<file path="config.mk">
export PLATFORM = sky130hd
export DESIGN_NAME = scis_chan_irq
export DESIGN_NICKNAME = d
export VERILOG_FILES = /design/src/scis_pkg.sv /design/src/scis_chan_irq.sv
export SDC_FILE = /design/constraint.sdc
export NUM_CORES = 1
export LEC_CHECK = 0
export BUFFER_PORTS_ARGS = -buffer_cell sky130_fd_sc_hd__buf_2
export CAP_MARGIN = 15
export CORE_ASPECT_RATIO = 1.4
export CORE_MARGIN = 2
export CORE_UTILIZATION = 40
export DETAILED_ROUTE_END_ITERATION = 12
export GPL_ROUTABILITY_DRIVEN = 0
export HOLD_SLACK_MARGIN = 0.1
export PLACE_DENSITY = 0.71
export SLEW_MARGIN = 10
export SYNTH_ARGS = -nofsm -noshare
export SYNTH_HDL_FRONTEND = slang
export SYNTH_SLANG_ARGS = --single-unit
</file>
<file path="constraint.sdc">
create_clock -name ref_clk -period 3.7 [get_ports ref_clk]
set_input_delay 0.37 -clock ref_clk [delete_from_list [all_inputs] [get_ports ref_clk]]
set_output_delay 0.37 -clock ref_clk [all_outputs]
set_load 0.005 [all_outputs]
</file>
<file path="src/scis_pkg.sv">
package scis_pkg;
  // Register byte addresses
  localparam logic [11:0] OFS_LINE = 12'h14C;
  localparam logic [11:0] OFS_CTRL = 12'h150;
  localparam logic [11:0] OFS_MASK = 12'h154;
  localparam logic [11:0] OFS_STAT = 12'h158;
  localparam logic [11:0] OFS_ACR = 12'h15C;
  // Status and mask layout
  localparam int B_PARITY = 5;
  localparam int B_FRAME = 4;
  localparam int B_SYNC = 3;
  localparam int B_CARRIER = 2;
  localparam int B_OVF = 1;
  localparam logic [5:1] STAT_RST = 5'h00;
  localparam logic [5:1] MASK_RST = 5'h1F;
  // Additional configuration layout
  localparam int B_RED_FIFO = 21;
  localparam int B_DIRECT_RTS = 20;
  localparam int B_MSB_FIRST = 19;
  localparam logic [2:0] ACR_RST = 3'h0;
  // Channel control layout
  localparam int B_PAR_EN = 0;
  localparam int B_STAT_BYTE_EN = 1;
  localparam int B_SHOW_MASKED = 2;
  localparam int B_FORCE_RTS = 3;
  localparam int B_RTS_REQ = 4;
  localparam int B_HDLC = 5;
  localparam int B_RXCLK_DPLL = 6;
  localparam int B_TXCLK_DPLL = 7;
  localparam int B_FM_ENC = 8;
  localparam int B_EXT_TRANSP = 9;
  localparam int CTRL_W = 10;
  localparam logic [9:0] CTRL_RST = 10'h000;
  // Line status layout
  localparam int B_CD_LEVEL = 0;
  localparam int B_DPLL_LOCK = 1;
  // Transmit FIFO depths in bytes
  localparam logic [4:0] TXF_FULL = 5'h10 + 5'h02;
  localparam logic [4:0] TXF_RED = 5'h02 + 5'h02;
endpackage : scis_pkg

</file>
<file path="src/scis_chan_irq.sv">
// The address-and-strobe port was decided locally.
`timescale 1ns/1ps
module scis_chan_irq #(
  parameter int ADDR_W = 12
) (
  input wire logic ref_clk,
  input wire logic rst_b,
  input wire logic [ADDR_W-1:0] reg_addr,
  input wire logic [31:0] reg_wdata,
  input wire logic reg_wr,
  input wire logic reg_rd,
  output logic [31:0] reg_rdata,
  output logic irq,
  input wire logic rx_char_valid,
  input wire logic rx_parity_bad,
  input wire logic rx_stop_zero,
  input wire logic rx_fifo_full,
  input wire logic dpll_unlock,
  input wire logic carrier_detect,
  input wire logic tx_clk_en,
  input wire logic rx_bit_valid,
  input wire logic rx_bit,
  output logic rx_enable,
  output logic tx_halt,
  output logic [4:0] tx_fifo_depth,
  output logic rts_out,
  output logic rx_stat_valid,
  output logic [7:0] rx_stat_byte,
  output logic rx_byte_valid,
  output logic [7:0] rx_byte
);

  if (ADDR_W < 9)
  begin : g_chk
    $error("ADDR_W too narrow for the register map");
  end

  logic [5:1] stat_q;
  logic [5:1] stat_d;
  logic [5:1] mask_q;
  logic [2:0] acr_q;
  logic [scis_pkg::CTRL_W-1:0] ctrl_q;
  logic [31:0] rdata_q;
  logic cd_s1_q;
  logic cd_s2_q;
  logic cd_s3_q;
  logic [1:0] cd_fill_q;
  logic unlock_q;
  logic rts_q;
  logic [2:0] bit_cnt_q;
  logic [7:0] shift_q;
  logic [7:0] rx_byte_q;
  logic rx_byte_vld_q;
  logic [7:0] stat_byte_q;
  logic stat_vld_q;

  wire [11:0] addr12 = 12'(reg_addr);
  wire sel_line = addr12 == scis_pkg::OFS_LINE;
  wire sel_ctrl = addr12 == scis_pkg::OFS_CTRL;
  wire sel_mask = addr12 == scis_pkg::OFS_MASK;
  wire sel_stat = addr12 == scis_pkg::OFS_STAT;
  wire sel_acr = addr12 == scis_pkg::OFS_ACR;

  wire par_en = ctrl_q[scis_pkg::B_PAR_EN];
  wire sbyte_en = ctrl_q[scis_pkg::B_STAT_BYTE_EN];
  wire show_masked = ctrl_q[scis_pkg::B_SHOW_MASKED];
  wire force_rts = ctrl_q[scis_pkg::B_FORCE_RTS];
  wire rts_req = ctrl_q[scis_pkg::B_RTS_REQ];
  wire hdlc = ctrl_q[scis_pkg::B_HDLC];
  wire rxclk_dpll = ctrl_q[scis_pkg::B_RXCLK_DPLL];
  wire txclk_dpll = ctrl_q[scis_pkg::B_TXCLK_DPLL];
  wire fm_enc = ctrl_q[scis_pkg::B_FM_ENC];
  wire ext_transp = ctrl_q[scis_pkg::B_EXT_TRANSP];
  wire red_fifo = acr_q[2];
  wire direct_rts = acr_q[1];
  wire msb_first = acr_q[0];

  // Async error flags are only set outside HDLC mode
  wire par_evt = rx_char_valid & par_en & rx_parity_bad & ~hdlc;
  wire frm_evt = rx_char_valid & rx_stop_zero & ~hdlc;
  wire dpll_used = rxclk_dpll & fm_enc;
  wire sync_evt = dpll_used & dpll_unlock & ~unlock_q;
  // Reads the third stage, never the first
  // Gated until the chain has filled, so a pin idling high gives no false edge after reset
  wire cd_evt = (cd_s2_q ^ cd_s3_q) & (cd_fill_q == 2'h3);
  wire ovf_evt = rx_char_valid & rx_fifo_full;

  wire [5:1] evt = {par_evt, frm_evt, sync_evt, cd_evt, ovf_evt};
  wire [5:1] clr = (reg_wr & sel_stat) ? reg_wdata[5:1] : 5'h00;

  // Set wins over a simultaneous clear
  always_comb
  begin
    stat_d = (stat_q & ~clr) | evt;
  end

  wire [5:1] pending = stat_q & ~mask_q;
  // Flags left over from async mode stay hidden in status reads while HDLC mode is on, yet still raise irq
  wire [5:1] mode_keep = hdlc ? 5'h07 : 5'h1F;
  wire [5:1] stat_vis = (show_masked ? stat_q : pending) & mode_keep;
  wire [31:0] stat_rd = {26'h0, stat_vis, 1'b0};
  wire [31:0] mask_rd = {26'h0, mask_q, 1'b0};
  wire [31:0] acr_rd = {10'h000, acr_q, 19'h00000};
  wire [31:0] ctrl_rd = {22'h000000, ctrl_q};
  wire [31:0] line_rd = {30'h0, ~dpll_unlock, cd_s2_q};

  wire [31:0] rd_mux = sel_stat ? stat_rd :
                       sel_mask ? mask_rd :
                       sel_acr ? acr_rd :
                       sel_ctrl ? ctrl_rd :
                       sel_line ? line_rd : 32'h0000_0000;

  assign reg_rdata = rdata_q;
  assign irq = |pending;

  always_ff @(posedge ref_clk or negedge rst_b)
  begin
    if (!rst_b)
    begin
      stat_q <= scis_pkg::STAT_RST;
      rdata_q <= 32'h0000_0000;
    end
    else
    begin
      stat_q <= stat_d;
      rdata_q <= reg_rd ? rd_mux : 32'h0000_0000;
    end
  end

  always_ff @(posedge ref_clk or negedge rst_b)
  begin
    if (!rst_b)
    begin
      mask_q <= scis_pkg::MASK_RST;
      acr_q <= scis_pkg::ACR_RST;
      ctrl_q <= scis_pkg::CTRL_RST;
    end
    else if (reg_wr)
    begin
      if (sel_mask)
        mask_q <= reg_wdata[5:1];
      if (sel_acr)
        acr_q <= reg_wdata[scis_pkg::B_RED_FIFO:scis_pkg::B_MSB_FIRST];
      if (sel_ctrl)
        ctrl_q <= reg_wdata[scis_pkg::CTRL_W-1:0];
    end
  end

  // Carrier detect is a pin: two stages before use, third for the edge
  always_ff @(posedge ref_clk or negedge rst_b)
  begin
    if (!rst_b)
    begin
      cd_s1_q <= 1'b0;
      cd_s2_q <= 1'b0;
      cd_s3_q <= 1'b0;
      cd_fill_q <= 2'h0;
      unlock_q <= 1'b0;
    end
    else
    begin
      if (cd_fill_q != 2'h3)
        cd_fill_q <= cd_fill_q + 2'h1;
      cd_s1_q <= carrier_detect;
      cd_s2_q <= cd_s1_q;
      cd_s3_q <= cd_s2_q;
      unlock_q <= dpll_unlock & dpll_used;
    end
  end

  // Reception with the receive DPLL and FM encoding on, and DPLL-clocked transmission, stop while lock is lost
  assign rx_enable = ~(dpll_used & dpll_unlock);
  assign tx_halt = dpll_unlock & txclk_dpll;
  assign tx_fifo_depth = red_fifo ? scis_pkg::TXF_RED : scis_pkg::TXF_FULL;

  // The regular path only moves on a transmit clock enable
  always_ff @(posedge ref_clk or negedge rst_b)
  begin
    if (!rst_b)
      rts_q <= 1'b0;
    else if (tx_clk_en)
      rts_q <= rts_req | force_rts;
  end

  assign rts_out = direct_rts ? force_rts : rts_q;

  // Status byte beside each character
  always_ff @(posedge ref_clk or negedge rst_b)
  begin
    if (!rst_b)
    begin
      stat_byte_q <= 8'h00;
      stat_vld_q <= 1'b0;
    end
    else
    begin
      stat_vld_q <= rx_char_valid & sbyte_en;
      if (rx_char_valid & sbyte_en)
        stat_byte_q <= {2'h0, par_evt, frm_evt, 3'h0, rx_fifo_full};
    end
  end

  assign rx_stat_valid = stat_vld_q;
  assign rx_stat_byte = stat_byte_q;

  // Transparent byte assembly; bit placement chosen by the order bit
  wire take_bit = ext_transp & rx_enable & rx_bit_valid;
  wire [7:0] shift_d = msb_first ? {shift_q[6:0], rx_bit} : {rx_bit, shift_q[7:1]};

  always_ff @(posedge ref_clk or negedge rst_b)
  begin
    if (!rst_b)
    begin
      bit_cnt_q <= 3'h0;
      shift_q <= 8'h00;
      rx_byte_q <= 8'h00;
      rx_byte_vld_q <= 1'b0;
    end
    else
    begin
      rx_byte_vld_q <= take_bit & (bit_cnt_q == 3'h7);
      if (!ext_transp)
        bit_cnt_q <= 3'h0;
      else if (take_bit)
      begin
        shift_q <= shift_d;
        bit_cnt_q <= bit_cnt_q + 3'h1;
        if (bit_cnt_q == 3'h7)
          rx_byte_q <= shift_d;
      end
    end
  end

  assign rx_byte_valid = rx_byte_vld_q;
  assign rx_byte = rx_byte_q;

  a_parity_set: assert property (@(posedge ref_clk) disable iff (!rst_b)
    rx_char_valid && par_en && rx_parity_bad && !hdlc |=> stat_q[scis_pkg::B_PARITY])
    else $error("parity flag not set");
  a_parity_off: assert property (@(posedge ref_clk) disable iff (!rst_b)
    !par_en && !stat_q[scis_pkg::B_PARITY] && !($past(par_en)) |=> !stat_q[scis_pkg::B_PARITY])
    else $error("parity flag set while parity off");
  a_frame_set: assert property (@(posedge ref_clk) disable iff (!rst_b)
    rx_char_valid && rx_stop_zero && !hdlc |=> stat_q[scis_pkg::B_FRAME])
    else $error("framing flag not set");
  a_sync_set: assert property (@(posedge ref_clk) disable iff (!rst_b)
    dpll_used && $rose(dpll_unlock) |=> stat_q[scis_pkg::B_SYNC])
    else $error("sync lost flag not set");
  a_rx_blocked: assert property (@(posedge ref_clk) disable iff (!rst_b)
    dpll_used && dpll_unlock |-> !rx_enable && (tx_halt == txclk_dpll))
    else $error("reception not stopped on lost lock");
  a_carrier_edge: assert property (@(posedge ref_clk) disable iff (!rst_b)
    $changed(carrier_detect) ##3 1'b1 |-> stat_q[scis_pkg::B_CARRIER] || $past(clr[scis_pkg::B_CARRIER]))
    else $error("carrier change not flagged");
  a_ovf_set: assert property (@(posedge ref_clk) disable iff (!rst_b)
    rx_char_valid && rx_fifo_full |=> stat_q[scis_pkg::B_OVF])
    else $error("overflow flag not set");
  a_rsvd_zero: assert property (@(posedge ref_clk) disable iff (!rst_b)
    $past(reg_rd) && $past(sel_stat) |-> reg_rdata[0] == 1'b0 && reg_rdata[31:6] == 26'h0)
    else $error("reserved status bits not zero");
  a_w1c_only: assert property (@(posedge ref_clk) disable iff (!rst_b)
    reg_wr && sel_stat && evt == 5'h00 |=> stat_q == ($past(stat_q) & ~$past(reg_wdata[5:1])))
    else $error("write one clear wrong");
  a_set_wins: assert property (@(posedge ref_clk) disable iff (!rst_b)
    ovf_evt && clr[scis_pkg::B_OVF] |=> stat_q[scis_pkg::B_OVF])
    else $error("event lost under clear");
  a_irq_level: assert property (@(posedge ref_clk) disable iff (!rst_b)
    irq == |(stat_q & ~mask_q))
    else $error("interrupt level wrong");
  a_direct_rts: assert property (@(posedge ref_clk) disable iff (!rst_b)
    direct_rts |-> rts_out == force_rts)
    else $error("direct rts wrong");
  a_rts_hold: assert property (@(posedge ref_clk) disable iff (!rst_b)
    !direct_rts && !tx_clk_en && !$past(direct_rts) |=> $stable(rts_out))
    else $error("rts moved without tx clock");
  a_fifo_depth: assert property (@(posedge ref_clk) disable iff (!rst_b)
    tx_fifo_depth == (red_fifo ? 5'h04 : 5'h12))
    else $error("tx fifo depth wrong");
  a_show_masked: assert property (@(posedge ref_clk) disable iff (!rst_b)
    reg_rd && sel_stat && show_masked |=> reg_rdata[5:1] == $past(stat_q & mode_keep))
    else $error("masked status hidden");
  a_hidden_masked: assert property (@(posedge ref_clk) disable iff (!rst_b)
    reg_rd && sel_stat && !show_masked |=> reg_rdata[5:1] == $past(stat_q & ~mask_q & mode_keep))
    else $error("masked flag shown");
  a_parity_gate: assert property (@(posedge ref_clk) disable iff (!rst_b)
    !par_en |-> !par_evt)
    else $error("parity event while parity off");
  a_hdlc_quiet: assert property (@(posedge ref_clk) disable iff (!rst_b)
    hdlc |-> !par_evt && !frm_evt)
    else $error("async error event in hdlc mode");
  a_hdlc_hidden: assert property (@(posedge ref_clk) disable iff (!rst_b)
    reg_rd && sel_stat && hdlc |=> reg_rdata[5:4] == 2'h0)
    else $error("hdlc reserved bits not zero");
  a_sbyte_par: assert property (@(posedge ref_clk) disable iff (!rst_b)
    rx_char_valid && sbyte_en |=> rx_stat_valid && rx_stat_byte[5] == $past(par_en && rx_parity_bad && !hdlc))
    else $error("status byte parity wrong");
  a_sbyte_frm: assert property (@(posedge ref_clk) disable iff (!rst_b)
    rx_char_valid && sbyte_en |=> rx_stat_byte[4] == $past(rx_stop_zero && !hdlc))
    else $error("status byte framing wrong");
  a_sbyte_ovf: assert property (@(posedge ref_clk) disable iff (!rst_b)
    rx_char_valid && sbyte_en |=> rx_stat_byte[0] == $past(rx_fifo_full))
    else $error("status byte overflow wrong");
  a_sbyte_pulse: assert property (@(posedge ref_clk) disable iff (!rst_b)
    !(rx_char_valid && sbyte_en) |=> !rx_stat_valid)
    else $error("status byte valid without character");
  a_sync_gate: assert property (@(posedge ref_clk) disable iff (!rst_b)
    !(rxclk_dpll && fm_enc) |-> !sync_evt)
    else $error("sync event without dpll use");
  a_rx_free: assert property (@(posedge ref_clk) disable iff (!rst_b)
    !(dpll_used && dpll_unlock) |-> rx_enable)
    else $error("reception blocked while locked");
  a_tx_free: assert property (@(posedge ref_clk) disable iff (!rst_b)
    !dpll_unlock |-> !tx_halt)
    else $error("transmission halted while locked");
  a_take_locked: assert property (@(posedge ref_clk) disable iff (!rst_b)
    !rx_enable |=> $stable(shift_q))
    else $error("bit taken while reception blocked");
  a_frame_quiet: assert property (@(posedge ref_clk) disable iff (!rst_b)
    !stat_q[scis_pkg::B_FRAME] && !(rx_char_valid && rx_stop_zero) |=> !stat_q[scis_pkg::B_FRAME])
    else $error("framing flag set without event");
  a_carrier_quiet: assert property (@(posedge ref_clk) disable iff (!rst_b)
    !stat_q[scis_pkg::B_CARRIER] && !cd_evt |=> !stat_q[scis_pkg::B_CARRIER])
    else $error("carrier flag set without edge");
  a_ovf_quiet: assert property (@(posedge ref_clk) disable iff (!rst_b)
    !stat_q[scis_pkg::B_OVF] && !(rx_char_valid && rx_fifo_full) |=> !stat_q[scis_pkg::B_OVF])
    else $error("overflow flag set without event");
  a_w1c_keep: assert property (@(posedge ref_clk) disable iff (!rst_b)
    reg_wr && sel_stat |=> ($past(stat_q) & ~$past(reg_wdata[5:1]) & ~stat_q) == 5'h00)
    else $error("unwritten flag cleared");
  a_flag_hold: assert property (@(posedge ref_clk) disable iff (!rst_b)
    !(reg_wr && sel_stat) |=> ($past(stat_q) & ~stat_q) == 5'h00)
    else $error("flag dropped without clear");
  a_mask_rsvd: assert property (@(posedge ref_clk) disable iff (!rst_b)
    $past(reg_rd) && $past(sel_mask) |-> reg_rdata[0] == 1'b0 && reg_rdata[31:6] == 26'h0)
    else $error("mask reserved bits not zero");
  a_irq_masked: assert property (@(posedge ref_clk) disable iff (!rst_b)
    mask_q == 5'h1F |-> !irq)
    else $error("interrupt despite full mask");
  a_acr_rsvd: assert property (@(posedge ref_clk) disable iff (!rst_b)
    $past(reg_rd) && $past(sel_acr) |-> reg_rdata[31:22] == 10'h000 && reg_rdata[18:0] == 19'h00000)
    else $error("config reserved bits not zero");
  a_rts_reg: assert property (@(posedge ref_clk) disable iff (!rst_b)
    !direct_rts && tx_clk_en |=> direct_rts || rts_out == $past(rts_req || force_rts))
    else $error("regular rts not updated");
  a_byte_pulse: assert property (@(posedge ref_clk) disable iff (!rst_b)
    rx_byte_valid |=> !rx_byte_valid)
    else $error("byte valid too long");
  a_bitcnt_clear: assert property (@(posedge ref_clk) disable iff (!rst_b)
    !ext_transp |=> bit_cnt_q == 3'h0)
    else $error("bit counter not cleared");

  c_parity_irq: cover property (@(posedge ref_clk) disable iff (!rst_b) par_evt ##1 irq);
  c_clear_race: cover property (@(posedge ref_clk) disable iff (!rst_b) |(evt & clr));
  c_byte_done: cover property (@(posedge ref_clk) disable iff (!rst_b) rx_byte_valid && msb_first);
  c_lock_loss: cover property (@(posedge ref_clk) disable iff (!rst_b) sync_evt ##1 tx_halt);
  c_hdlc_hide: cover property (@(posedge ref_clk) disable iff (!rst_b) reg_rd && sel_stat && hdlc && |stat_q[5:4]);

endmodule : scis_chan_irq

</file>
## Word level (Yosys, flattened, before mapping)

Index checks and enable logic that the tools add are counted.

| storage, ports and cells | value |
|---|---|
| flip-flop bits (word level) | 76 |
| input bits | 57 |
| output and inout bits | 59 |
| logic and storage cells | 76 |

| operators by class | value |
|---|---|
| add/subtract/negate cells | 2 |
| equal/unequal tests | 9 |
| muxes and demuxes | 14 |
| bitwise operators | 28 |
| reduce and logical (&&, ||, !) cells | 6 |

Operators with widths:

| cell | count |
|---|---|
| $mux 22 | 4 |
| $eq 12x9->1 const B | 5 |
| $mux 5 | 4 |
| $and 1x1->1 | 16 |
| $and 5x5->5 | 3 |
| $mux 10 | 1 |
| $not 5->5 | 2 |
| $mux 8 | 1 |
| $reduce_and 2->1 | 4 |
| $mux 3 | 2 |
| $or 5x5->5 | 1 |
| $reduce_or 5->1 | 1 |
| $not 1->1 | 4 |
| $add 3x1->3 const B | 1 |
| $eq 3x3->1 const B | 1 |
| $reduce_and 3->1 | 1 |
| $add 2x1->2 const B | 1 |
| $eq 2x2->1 const B | 1 |
| $mux 2 | 1 |
| $ne 2x1->1 const B | 1 |
| $ne 2x2->1 const B | 1 |
| $mux 1 | 1 |
| $or 1x1->1 | 1 |
| $xor 1x1->1 | 1 |

## Logic depth before layout (Yosys ltp)

| logic depth | value |
|---|---|
| depth in word-level cells | 7 |
| gate-level depth with buffers | 5 |
| gate-level depth less buffers | 4 |

## Worst setup path after synthesis

OpenSTA, ideal clock, no wires.

| timing | value |
|---|---|
| kind | input-to-reg |
| start | input port reg_addr[0] |
| end | register ctrl_q[0] (netlist name) |
| setup time | 125 ps |
| arrival | 1,942 ps |
| data required time | 3,575 ps |
| slack | 1,633 ps |
| stages on the path | 4 |
| path buffers | 1 |
| cell sequence | or4b_1 > buf_4 > nor4_4 > mux2_2 |

| on the way | value |
|---|---|
| cells in the longest elaborated chain, start to end | 2 |

Ends and longest elaborated chain:

| element | line | source |
|---|---|---|
| start: declaration | scis_chan_irq.sv:8 | `input wire logic [ADDR_W-1:0] reg_addr,` |
| $eq 12x9->1 | scis_chan_irq.sv:59 | `wire sel_ctrl = addr12 == scis_pkg::OFS_CTRL;` |
| $reduce_and 2->1 (no line) | -- |  |
| end signal: assignment | scis_chan_irq.sv:136 | `ctrl_q <= scis_pkg::CTRL_RST;` |
| end signal: assignment | scis_chan_irq.sv:145 | `ctrl_q <= reg_wdata[scis_pkg::CTRL_W-1:0];` |
| end: declaration | scis_chan_irq.sv:42 | `logic [scis_pkg::CTRL_W-1:0] ctrl_q;` |

No other way between the ends.
A chain may end at the register's enable or synchronous reset.

## Worst setup path after layout

| timing | value |
|---|---|
| start | input port reg_addr[0] |
| end | register ctrl_q[8] (netlist name) |

The elaborated chain is that of the path after synthesis.

==> impl_metrics.toml <==
[synthesis]
yosysMostFrequentCell = "dfrtp_1"
ys_seq_elements = 67
synth_top_area_share = 0.485
yosysWarnings = 0
synth_top_family_by_area = "multiplexers"
synth_seq_area_share = 0.526
yosys.area_share.xor_xnor = 0.00548
synth.distinct_cells = 45
synth_simple_gate_area_frac = 0.126
synth_cells = 265
synth_top_area_cell = "dfrtp_1"
async_flop_share = 1.00
synth_edf_count = 0
synthMuxAreaShare = 0.158
syn_area_per_cell_um2 = 12.1
synth-adder-area-share = 0.0117
synthTopCellsByCount = "dfrtp_1, mux2_2, buf_4, inv_1"
synth_area_leaders = "dfrtp_1, mux2_2, buf_4, dfstp_2, and2_1"
synth_compound_area_frac = 0.0751
netlist_area_um2 = 3200
ys.flop_type = "dfrtp_1"

[timing]
maxSlewViolCount = 0
rsz0062_at_grt = "no"
fin_crit_sh = 0.579
finalClockSkew_ns = 0.00708
worst_slack_ns = 1.56
setup_tns_ns = 0
layout_min_cycle_time_ns = 2.14
worst_slew_pin_slew_ns = 0.771
finalSetupViolCount = 0
timing.final.hold_violations = 0
fmax_mhz = 467
slew_headroom = 0.482

[layout]
final_cell_area_um2 = 3710
fin_util = 0.479
final_cells = 442
num_antenna_cells = 0
drive_above_1_share = 0.409
nNetsFinal = 397
syn2layout_area_growth_pct = 15.9

[pwr]
combPwrFrac = 0.059
peakVddDrop_mv = 0.220
p_per_area_nw_per_um2 = 359
pwr-share-seq = 0.556
p_leak_uw = 0.00193
power_frac_clock = 0.384
switching_power_uw = 305
netSwitchingFraction = 0.229
internal_power_uw = 1030

[drt]
ant_nets = 0
drt_pre_antenna_iters = 4
met3WireLength_um = 474
num_vias = 2139
wl_met1_mm = 2.39
wl_met2_mm = 3.44
route.detailed.drc = 0
drt-total-wl_mm = 6.42
top_layer = "met4"
viasPerCell = 4.84
wl_per_cell_um = 14.5
drtIter0Drc = 125

[global_route]
grt.overflow.total = 0
grt_pass1_wl_mm = 10.3
grt_pass1_vias = 2131
grt_max_degree = 42
antenna_found_initial = 0
track_usage = 0.157

[clocking]
cts_made_buffers = 9
hold_buffers = 1
clock_path_buffers = 2
post_cts_buffers = 0
clkSinkCount = 67
clk_latency_ns = 0.34
path_clk_slew_ns = 0.06
cts_tree = "done"
ctsResizeCount = 0
cts-root-buf = "clkbuf_8"
h-tree-depth = 3

[setup_path]
worst_ep_arrival_time_ns = 2.36
cp.required_ns = 3.92
timing.rr.start = "ctrl_q[8]"
r2r_setup_slack_ns = 2.12
start_kind = "primary input"
worstRegToRegCells = 3
endpoint_kind = "register"
reg2reg_to = "rx_byte[0]"
crit_fanout = 10
crit_type = "in -> reg"

[hold_path]
hp-class = "in -> reg"
hold_end = "cd_s1_q"
hold_path.startpoint = "carrier_detect"
min_delay_path_depth = 1

[floorplan]
io_pins = 116
dieArea_um2 = 8740
rows = 38
die_width_um = 79.6
core-area_um2 = 7750
start_util = 0.413
die_h_um = 110

[place]
port_buffers = 70
dp_hpwl_mm = 4.85
dp.cells = 425
pre_cts_ws_ns = 1.17
post_dp_cell_area_um2 = 3530

[outcome]
status = "complete, no violations"

[run]
drv_cap = 0
## cell usage in the layout (no fill, tap or decap), drive strengths merged, types with 3 or more instances in the layout
| master | instances |
|---|---|
| mux2 | 43 |
| nand2 | 9 |
| nand2b | 11 |
| inv | 16 |
| buf | 72 |
| clkbuf | 13 |
| clkinv | 3 |
| nand3 | 5 |
| conb | 26 |
| dfrtp | 62 |
| o22ai | 4 |
| and2 | 11 |
| nor2 | 5 |
| a2111oi | 3 |
| ha | 3 |
| o21ai | 9 |
| nor4 | 7 |
| dfstp | 5 |
## power groups by stage
stage               sequential, uW  clock, uW  combinational, uW
floorplan                      753          0               54.2
global placement               753          0               77.2
detailed placement             753          0               78.6
CTS                            740        529               79.8
global route                   740        561               91.3
finish                         740        511               78.8
## registers in the layout (all words and copies together), names as in the netlist, 2 cells and up
name,count
rx_stat_byte,3
acr_q,3
stat_q,5
reg_rdata,13
mask_q,5
cd_fill_q,2
rx_byte,8
bit_cnt_q,3
shift_q,8
ctrl_q,10
## per-stage QoR
step | hold slack [ns] | power [uW]
final | 0.143 | 1330
after global routing | 0.136 | 1390
after CTS | 0.127 | 1350
after detailed placement | 0.347 | 832
after global placement | 0.338 | 831
after floorplan | 0.0744 | 807
## worst max-delay path: stages
cell and delay (ns):
buf_2 0.10, or4b_1 0.71, nor4_4 0.76, mux2_2 0.41
## worst max-delay path by stage
stage	slack, ns	endpoint	startpoint
5_1_grt	1.45	ctrl_q[9]	reg_addr[0]
3_5_place_dp	1.17	ctrl_q[8]	reg_addr[0]
2_1_floorplan	1.63	ctrl_q[0]	reg_addr[0]
3_3_place_gp	1.19	ctrl_q[9]	reg_addr[0]
6_report	1.56	ctrl_q[8]	reg_addr[0]
4_1_cts	1.54	ctrl_q[8]	reg_addr[0]
## routing by layer
layer / GRT usage / vias to the layer above
li1: - / 1024
met4: 0.0628 / 0
met1: 0.175 / 1028
met3: 0.0509 / 10
met2: 0.275 / 77
met5: 0 / -
## cell type report
cell class              count  area [um^2]
clock inverters             3         15.0
flip-flops and latches     67         1680
multi-input cells         170         1300
repair buffers             73          375
well taps                 100          125
inverters                  16         60.1
clock buffers              13          149
fillers                   723         4040
## cells by family (layout without fill, tap and decap cells)
logic type	count (synthesis)	in the layout
compound gates	32	32
fa+ha+maj	3	3
xor+xnor	2	2
buf+inv	53	105
mux	45	45
simple gates	62	62
other cells	1	26
flops	67	67
(Power assumes the default switching activity.)
